<file path="src/verilog/batt_flags_pkg.sv">
// Purpose: constants for the battery status and pack status flag logic
// Assumes: 16-bit measurement words, one clock
// Notes:   bit positions follow the battery status and pack status words
package batt_flags_pkg;

  // ---------------------------------------------------------------
  // battery status word layout
  // ---------------------------------------------------------------
  localparam int unsigned TERM_CHG_BIT   = 14;
  localparam int unsigned OVER_TEMP_BIT  = 12;
  localparam int unsigned TERM_DSG_BIT   = 11;
  localparam int unsigned REM_CAP_BIT    = 9;
  localparam int unsigned REM_TIME_BIT   = 8;
  localparam int unsigned INIT_BIT       = 7;
  localparam int unsigned DSG_BIT        = 6;
  localparam int unsigned FULL_CHG_BIT   = 5;
  localparam int unsigned FULL_DSG_BIT   = 4;
  localparam logic [7:0]  STATUS_CMD     = 8'h16;

  // ---------------------------------------------------------------
  // error codes
  // ---------------------------------------------------------------
  localparam logic [3:0] ERR_OK          = 4'h0;
  localparam logic [3:0] ERR_BUSY        = 4'h1;
  localparam logic [3:0] ERR_RESERVED    = 4'h2;
  localparam logic [3:0] ERR_UNSUPPORTED = 4'h3;

  // ---------------------------------------------------------------
  // pack status word layout
  // ---------------------------------------------------------------
  localparam int unsigned EOD2_BIT       = 0;
  localparam int unsigned SEAL_BIT       = 1;
  localparam int unsigned AFE_FAIL_BIT   = 2;
  localparam int unsigned DQ_BIT         = 3;
  localparam int unsigned PERM_FAIL_BIT  = 4;
  localparam int unsigned SEC_PROT_BIT   = 5;
  localparam int unsigned CELL_UV_BIT    = 6;

  // ---------------------------------------------------------------
  // fixed values
  // ---------------------------------------------------------------
  localparam logic [7:0]  PERM_FAIL_SET_CODE = 8'h66;
  localparam logic [7:0]  PERM_FAIL_CLR_CODE = 8'h00;
  localparam logic [15:0] CYCLE_MAX          = 16'hffff;
  localparam logic [7:0]  FULL_DSG_CLR       = 8'h14;
  localparam logic [15:0] STATUS_RST         = 16'h0040;

endpackage

</file>
<file path="src/verilog/battery_status_flag_logic.sv">
// Purpose: alarm, status, error and pack status flags of a gas gauge
// Assumes: measurements arrive with a one-cycle update strobe
// Notes:   capacity mode selects current or power figures for alarms
`timescale 1ns/1ns

// Behaviour
// - terminate-charge set on termination, clear when idle
// - over-temp set at charge/discharge threshold
// - over-temp clears below matching reset level
// - terminate-discharge set on empty/low conditions
// - terminate-discharge clears when all conditions good
// - capacity alarm follows host level comparison
// - time alarm follows host time comparison
// - initialized tracks valid configuration load
// - discharging set unless charging detected
// - fully-charged set on termination, clear below percent
// - fully-discharged set below level2, clear at 20%
// - ok code after error-free command
// - busy code when command cannot run
// - reserved code for reserved command access
// - error code for unsupported manufacturer command
// - cycle count saturates at 65535
// - level2 pack flag follows voltage comparison
// - seal state shown in pack flag
// - front-end fail flag shows comm failure
// - discharge-qualified flag shown in pack status
// - permanent failure follows stored byte
// - unlatched protection fault flags
// - status word returned for command 0x16
// - alarms use current or power per mode
module battery_status_flag_logic
  import batt_flags_pkg::*;
(
  // clock and reset
  input  wire logic        clk_in,
  input  wire logic        nrst_in,
  // measurement update
  input  wire logic        update_in,
  input  wire logic        capacity_mode_in,
  input  wire logic [15:0] voltage_in,
  input  wire logic [15:0] cell_voltage_in,
  input  wire logic        use_cell_voltage_in,
  input  wire logic [15:0] current_in,
  input  wire logic        charging_in,
  input  wire logic [15:0] temperature_in,
  input  wire logic [15:0] remaining_capacity_ma_in,
  input  wire logic [15:0] remaining_capacity_mw_in,
  input  wire logic [15:0] time_to_empty_ma_in,
  input  wire logic [15:0] time_to_empty_mw_in,
  input  wire logic [7:0]  relative_soc_in,
  input  wire logic        charge_term_in,
  input  wire logic        overcharge_in,
  // thresholds
  input  wire logic [15:0] ot_charge_in,
  input  wire logic [15:0] ot_charge_reset_in,
  input  wire logic [15:0] ot_dsg_in,
  input  wire logic [15:0] ot_dsg_reset_in,
  input  wire logic [15:0] terminate_voltage_in,
  input  wire logic [15:0] suspend_temp_low_in,
  input  wire logic [15:0] cap_alarm_in,
  input  wire logic [15:0] time_alarm_in,
  input  wire logic [15:0] end_of_discharge_level2_in,
  input  wire logic [15:0] overload_current_in,
  input  wire logic [7:0]  full_clear_pct_in,
  input  wire logic [7:0]  battery_low_pct_in,
  // configuration and protection
  input  wire logic        config_valid_in,
  input  wire logic        config_bad_in,
  input  wire logic        sealed_in,
  input  wire logic        front_end_fail_in,
  input  wire logic        discharge_ok_in,
  input  wire logic [7:0]  perm_fail_byte_in,
  input  wire logic        sec_prot_fault_in,
  input  wire logic        cell_uv_fault_in,
  input  wire logic        cycle_inc_in,
  // command handling
  input  wire logic        cmd_valid_in,
  input  wire logic [7:0]  cmd_code_in,
  input  wire logic        cmd_busy_in,
  input  wire logic        cmd_reserved_in,
  input  wire logic        cmd_unsupported_in,
  // outputs
  output logic      [15:0] battery_status_out,
  output logic      [15:0] pack_status_out,
  output logic      [15:0] cycle_count_out,
  output logic      [15:0] read_data_out,
  output logic             read_valid_out
);

  // ---------------------------------------------------------------
  // mode selection
  // ---------------------------------------------------------------
  wire logic [15:0] rem_cap;
  wire logic [15:0] tte;
  assign rem_cap = capacity_mode_in ? remaining_capacity_mw_in
                                    : remaining_capacity_ma_in;
  assign tte     = capacity_mode_in ? time_to_empty_mw_in
                                    : time_to_empty_ma_in;

  // ---------------------------------------------------------------
  // registers
  // ---------------------------------------------------------------
  logic        term_chg_reg, over_temp_reg, term_dsg_reg;
  logic        rem_cap_reg, rem_time_reg, init_reg, dsg_reg;
  logic        full_chg_reg, full_dsg_reg, perm_fail_reg, eod2_reg;
  logic [3:0]  err_reg;
  logic [15:0] cycle_reg, prev_cap_reg, prev_tte_reg;
  logic        term_chg_next, over_temp_next, term_dsg_next;
  logic        rem_cap_next, rem_time_next, init_next, dsg_next;
  logic        full_chg_next, full_dsg_next, perm_fail_next, eod2_next;
  logic [3:0]  err_next;
  logic [15:0] cycle_next;

  // ---------------------------------------------------------------
  // flag conditions
  // ---------------------------------------------------------------
  wire logic [15:0] eod_v;
  wire logic        ot_set, ot_clr, td_set, td_clr;
  wire logic        rc_set, rc_clr, rt_set, rt_clr;
  wire logic        fd_set, fd_clr;
  assign eod_v  = use_cell_voltage_in ? cell_voltage_in : voltage_in;
  assign ot_set = charging_in ? (temperature_in >= ot_charge_in)
                              : (temperature_in >= ot_dsg_in);
  assign ot_clr = charging_in ? (temperature_in < ot_charge_reset_in)
                              : (temperature_in < ot_dsg_reset_in);
  assign td_set = (rem_cap == 16'h0000) ||
                  (voltage_in == terminate_voltage_in) ||
                  (temperature_in <= suspend_temp_low_in) ||
                  cell_uv_fault_in;
  assign td_clr = (voltage_in > terminate_voltage_in) &&
                  (rem_cap > 16'h0000) && !cell_uv_fault_in;
  assign rc_set = rem_cap < cap_alarm_in;
  assign rc_clr = (cap_alarm_in < rem_cap) ||
                  (charging_in && rem_cap > prev_cap_reg);
  assign rt_set = !charging_in && (tte < time_alarm_in);
  assign rt_clr = (time_alarm_in < tte) ||
                  (charging_in && tte > prev_tte_reg);
  assign fd_set = ((eod_v < end_of_discharge_level2_in) &&
                   (current_in < overload_current_in)) ||
                  (relative_soc_in < battery_low_pct_in);
  assign fd_clr = relative_soc_in >= FULL_DSG_CLR;

  // ---------------------------------------------------------------
  // next state, evaluated on each update
  // ---------------------------------------------------------------
  always_comb begin
    term_chg_next  = term_chg_reg;
    over_temp_next = over_temp_reg;
    term_dsg_next  = term_dsg_reg;
    rem_cap_next   = rem_cap_reg;
    rem_time_next  = rem_time_reg;
    dsg_next       = dsg_reg;
    full_chg_next  = full_chg_reg;
    full_dsg_next  = full_dsg_reg;
    eod2_next      = eod2_reg;
    if (update_in) begin
      if (charge_term_in) begin
        term_chg_next = 1'b1;
      end else if (!charging_in) begin
        term_chg_next = 1'b0;
      end
      if (ot_set) begin
        over_temp_next = 1'b1;
      end else if (ot_clr) begin
        over_temp_next = 1'b0;
      end
      if (td_set) begin
        term_dsg_next = 1'b1;
      end else if (td_clr) begin
        term_dsg_next = 1'b0;
      end
      if (rc_set) begin
        rem_cap_next = 1'b1;
      end else if (rc_clr) begin
        rem_cap_next = 1'b0;
      end
      if (rt_set) begin
        rem_time_next = 1'b1;
      end else if (rt_clr) begin
        rem_time_next = 1'b0;
      end
      dsg_next = !charging_in;
      if (charge_term_in || overcharge_in) begin
        full_chg_next = 1'b1;
      end else if (relative_soc_in < full_clear_pct_in) begin
        full_chg_next = 1'b0;
      end
      if (fd_set) begin
        full_dsg_next = 1'b1;
      end else if (fd_clr) begin
        full_dsg_next = 1'b0;
      end
      eod2_next = eod_v <= end_of_discharge_level2_in;
    end
  end

  // configuration load, set wins
  assign init_next = config_valid_in ? 1'b1
                   : (config_bad_in ? 1'b0 : init_reg);

  // permanent failure byte tracking
  assign perm_fail_next = (perm_fail_byte_in == PERM_FAIL_SET_CODE) ? 1'b1
                        : (perm_fail_byte_in == PERM_FAIL_CLR_CODE) ? 1'b0
                        : perm_fail_reg;

  // saturating cycle counter
  assign cycle_next = (cycle_inc_in && cycle_reg != CYCLE_MAX)
                    ? cycle_reg + 16'h0001 : cycle_reg;

  // command result, priority busy, reserved, unsupported
  always_comb begin
    err_next = err_reg;
    if (cmd_valid_in) begin
      if (cmd_busy_in) begin
        err_next = ERR_BUSY;
      end else if (cmd_reserved_in) begin
        err_next = ERR_RESERVED;
      end else if (cmd_unsupported_in) begin
        err_next = ERR_UNSUPPORTED;
      end else begin
        err_next = ERR_OK;
      end
    end
  end

  // ---------------------------------------------------------------
  // flops
  // ---------------------------------------------------------------
  always_ff @(posedge clk_in or negedge nrst_in) begin
    if (!nrst_in) begin
      term_chg_reg  <= 1'b0;
      over_temp_reg <= 1'b0;
      term_dsg_reg  <= 1'b0;
      rem_cap_reg   <= 1'b0;
      rem_time_reg  <= 1'b0;
      init_reg      <= 1'b0;
      dsg_reg       <= 1'b1;
      full_chg_reg  <= 1'b0;
      full_dsg_reg  <= 1'b0;
      perm_fail_reg <= 1'b0;
      eod2_reg      <= 1'b0;
      err_reg       <= ERR_OK;
      cycle_reg     <= 16'h0000;
      prev_cap_reg  <= 16'h0000;
      prev_tte_reg  <= 16'h0000;
    end else begin
      term_chg_reg  <= term_chg_next;
      over_temp_reg <= over_temp_next;
      term_dsg_reg  <= term_dsg_next;
      rem_cap_reg   <= rem_cap_next;
      rem_time_reg  <= rem_time_next;
      init_reg      <= init_next;
      dsg_reg       <= dsg_next;
      full_chg_reg  <= full_chg_next;
      full_dsg_reg  <= full_dsg_next;
      perm_fail_reg <= perm_fail_next;
      eod2_reg      <= eod2_next;
      err_reg       <= err_next;
      cycle_reg     <= cycle_next;
      if (update_in) begin
        prev_cap_reg <= rem_cap;
        prev_tte_reg <= tte;
      end
    end
  end

  // ---------------------------------------------------------------
  // status words
  // ---------------------------------------------------------------
  always_comb begin
    battery_status_out               = 16'h0000;
    battery_status_out[TERM_CHG_BIT] = term_chg_reg;
    battery_status_out[OVER_TEMP_BIT] = over_temp_reg;
    battery_status_out[TERM_DSG_BIT] = term_dsg_reg;
    battery_status_out[REM_CAP_BIT]  = rem_cap_reg;
    battery_status_out[REM_TIME_BIT] = rem_time_reg;
    battery_status_out[INIT_BIT]     = init_reg;
    battery_status_out[DSG_BIT]      = dsg_reg;
    battery_status_out[FULL_CHG_BIT] = full_chg_reg;
    battery_status_out[FULL_DSG_BIT] = full_dsg_reg;
    battery_status_out[3:0]          = err_reg;
  end

  always_comb begin
    pack_status_out               = 16'h0000;
    pack_status_out[EOD2_BIT]     = eod2_reg;
    pack_status_out[SEAL_BIT]     = sealed_in;
    pack_status_out[AFE_FAIL_BIT] = front_end_fail_in;
    pack_status_out[DQ_BIT]       = discharge_ok_in;
    pack_status_out[PERM_FAIL_BIT] = perm_fail_reg;
    pack_status_out[SEC_PROT_BIT] = sec_prot_fault_in;
    pack_status_out[CELL_UV_BIT]  = cell_uv_fault_in;
  end

  assign cycle_count_out = cycle_reg;

  // status word read for its command code
  assign read_valid_out = cmd_valid_in && (cmd_code_in == STATUS_CMD);
  assign read_data_out  = battery_status_out;
endmodule

</file>
<file path="config.mk">
export PLATFORM = sky130hd
export DESIGN_NAME = battery_status_flag_logic
export DESIGN_NICKNAME = d
export VERILOG_FILES = /design/src/verilog/batt_flags_pkg.sv /design/src/verilog/battery_status_flag_logic.sv
export SDC_FILE = /design/constraint.sdc
export NUM_CORES = 1
export LEC_CHECK = 0
export ABC_AREA = 1
export BUFFER_PORTS_ARGS = -buffer_cell sky130_fd_sc_hd__buf_4
export CORE_AREA = 5 5 158 160
export DETAILED_ROUTE_END_ITERATION = 16
export DIE_AREA = 0 0 163 165
export PLACE_DENSITY_LB_ADDON = 0.08
export SLEW_MARGIN = 40
export SYNTH_ARGS = -nofsm -noshare
export SYNTH_HDL_FRONTEND = slang
export SYNTH_SLANG_ARGS = --single-unit
export TNS_END_PERCENT = 5
</file>
<file path="constraint.sdc">
create_clock -name clk_in -period 1.9 [get_ports clk_in]
set_input_delay 0.38 -clock clk_in [delete_from_list [all_inputs] [get_ports clk_in]]
set_output_delay 0.38 -clock clk_in [all_outputs]
set_load 0.02 [all_outputs]
</file>
==> summary.md <==
| Metric | Value |
|---|---|
| GRT Util Overall | 20.5% |
| Worst-Margin Slew | 505 ps |
| Cell area after synthesis | 0.00889 mm² |
| Placed Area | 0.0122 mm² |
| Synth cell count leaders | 298 x inv_1, 273 x nand2_1, 204 x ha_1 |
| Initial DRC Count | 330 |
| Ys async rst share | 100% |
| Avg Cell Area, Syn | 6.85 µm² |
| Final setup violating endpoints | 0 |
| Critical Path RT | 2140 ps |
| Initial antenna violation count | 2 |
| DRC viols | 0 |
| Final WL | 28,800 µm |
| # IOs | 413 |
| Post-CTS Setup Inserts | 0 |
| Final worst-path cycle share | 93.8% |
| Number of port buffers | 385 |
| Post-Layout Inst Area | 0.0126 mm² |
| Mapped Cells | 1,299 |
| HP Class | primary input to flop |
| Cell leakage power | 0.00753 µW |
| ANT nets after route | 0 |
| CTS tree | yes |
| Vias in the first global route | 9,064 |
| RSZ-0062 raised after global routing | true |
| Synth Warn # | 0 |
| PD cells | 493 mW/mm² |
| Clock Path Buffers | 2 |
| Vias after detailed routing | 9,176 |
| Critical path type | primary input to flop |
| Number of synthesized flops with an enable pin | 0 |
| Die H | 165 µm |
| CTS Buf Count | 9 |
| Synth top area share | 28.7% |
| Top-count cell post-synth | inv_1 |
| Sequential share of the synthesized area | 17.2% |
| Top cells by area, synth | ha_1 29%, dfrtp_1 17%, inv_1 13% |
| Share of layout cells above drive strength 1 | 29.3% |
| Max Cap Viol | 0 |
| Dominant cell type by area after synthesis | ha_1 |
| Critical Path AT | 2020 ps |
| Nets | 2,246 |
| CP endpoint kind | flop |
| Largest net degree at the start of global routing | 53 |
| Routed length per instance | 14.3 µm |
| CTS Sinks | 61 |
| Core area | 0.0233 mm² |
| Fin. max-slew vios | 0 |
| Critical Path Start Type | primary input |
| H-tree depth | 3 |
| Fmax | 561 MHz |
| Dpl hpwl | 25,500 µm |
| Status | completed |
| Yosys cell types | 41 |
| Relative slew slack | 66.3% |
| Endpoints failing hold | 0 |
| Die Width | 163 µm |
| FP Rows | 56 |
| Grt total ovfl | 0 |
| Area growth syn-to-layout | 41.8% |
| Total Die Area | 0.0269 mm² |
| Clk Latency, worst-skew pair | 340 ps |
| Period minus WS final | 1780 ps |
| Routability cong. | 0.885 |
| Clock Pin Slew Worst Setup and Hold Paths | 60 ps |
| Avg Vias per Cell | 4.54 |
| Drt pass-1 iters | 4 |
| Clock skew | 9.32 ps |
| Largest fanout on the critical path | 19 |
| First-pass GRT wire length | 44,100 µm |
| Cell count after placement | 2,001 |
| Final non-filler cell total | 2,020 |
| Starting Density | 38.2% |
| Synth Flop Type | dfrtp_1 |
| Post-synthesis register bit count | 61 |
| Worst VDD drop | 424 µV |
| Root Driver | clkbuf_16 |
[layout make-up]
type,instances,area [µm²]
inverters,299,1120
clock inverters,6,68.8
diodes,2,5.00
flip-flops and latches,61,1530
well taps,319,399
repair buffers,429,3260
clock buffers,10,239
fillers,2409,10700
multi-input cells,894,5980
[worst max-delay path: stages]
cell and delay, ps:
buf_8 150, buf_4 130, nor2_1 40, a21oi_2 230
inv_1 80, ha_1 290, a21oi_1 160, o21a_1 130
nand2_1 70, nand2_1 60, nand2_1 60, nand2_1 70
nand2_1 50, nand2_1 60, nand2_1 50
[metal layers]
layer | vias up | track usage (%) | wire, µm
li1 | 4871 | - | -
met1 | 4012 | 24.2 | 12000
met2 | 264 | 37.2 | 14300
met3 | 29 | 5.09 | 1910
met4 | 0 | 5.30 | 548
met5 | - | 0 | 0
[metrics by stage]
step / setup TNS (ps) / power, µW / worst slack [ps] / utilization [%] / hold slack (ps)
after floorplan: -26.1 / 3330 / -16.9 / - / 84.4
after global placement: -928 / 4480 / -334 / 52.6 / 351
after detailed placement: -1050 / 4530 / -329 / 52.6 / 357
after CTS: 0 / 6310 / 22.1 / 54.0 / 204
after global routing: -14.5 / 6750 / -14.5 / 54.2 / 212
final: 0 / 6220 / 117 / 54.2 / 212
[repair_timing]
| action | in CTS | in global routing |
|---|---|---|
| setup endpoints to repair | 0 | 3 |
| hold buffers | 1 | 0 |
| endpoints found under the hold margin | 25 | 0 |
| resized for setup | 0 | 12 |
[final timing paths]
check / cells after the start / slack, ps / start / endpoint
max: 15 / 120 / capacity_mode_in / rem_cap_reg$_DFFE_PN0P_
min: 2 / 210 / config_bad_in / init_reg$_DFFE_PN0P_
max reg2reg: 8 / 200 / cycle_count_out[1]$_DFFE_PN0P_ / cycle_count_out[15]$_DFFE_PN0P_
min reg2reg: 2 / 480 / prev_tte_reg[2]$_DFFE_PN0P_ / prev_tte_reg[2]$_DFFE_PN0P_
max in group asynchronous: 3 / 770 / nrst_in / dsg_reg$_DFFE_PN1P_
min in group asynchronous: 2 / 520 / nrst_in / cycle_count_out[12]$_DFFE_PN0P_
[cells by family (layout without fill, tap and decap cells)]
group	Yosys count	in the layout	synth area share [%]
AND/OR/NAND/NOR	426	426	19.9
flip-flops	61	61	17.2
XOR/XNOR	14	14	1.38
adder cells (fa/ha/maj)	204	204	28.7
buffers and inverters	362	744	17.7
other	1	21	0.0422
AO/OA/AOI/OAI	216	216	13.2
multiplexers	15	15	1.90
[cell usage in the layout, fill, tap and decap left out, types with 3 or more instances in the layout]
| master | n |
|---|---|
| buf_4 | 423 |
| inv_1 | 298 |
| nand2_1 | 273 |
| ha_1 | 200 |
| a21oi_1 | 90 |
| nor2_1 | 72 |
| o21ai_0 | 68 |
| dfrtp_1 | 60 |
| nand3_1 | 29 |
| conb_1 | 19 |
| nor3_1 | 15 |
| nand4_1 | 14 |
| o21a_1 | 13 |
| o21ai_2 | 12 |
| mux2_2 | 12 |
| o21ai_1 | 9 |
| clkbuf_16 | 9 |
| xor2_1 | 8 |
| a21o_1 | 7 |
| xnor2_1 | 6 |
| a21oi_2 | 5 |
| nor4_1 | 5 |
| o21bai_1 | 4 |
| ha_4 | 4 |
| nand2_2 | 3 |
| mux2_4 | 3 |
| nor2_2 | 3 |
| nand3b_1 | 3 |
| or2_2 | 3 |
[report_power, final]
part | leakage, µW | switching, µW | internal [µW]
Sequential | 0.000739 | 180 | 1480
Clock | 0.000149 | 660 | 1060
Combinational | 0.00664 | 1420 | 1410
Total | 0.00753 | 2260 | 3950
Note: power is estimated with default switching activity, not from simulation.
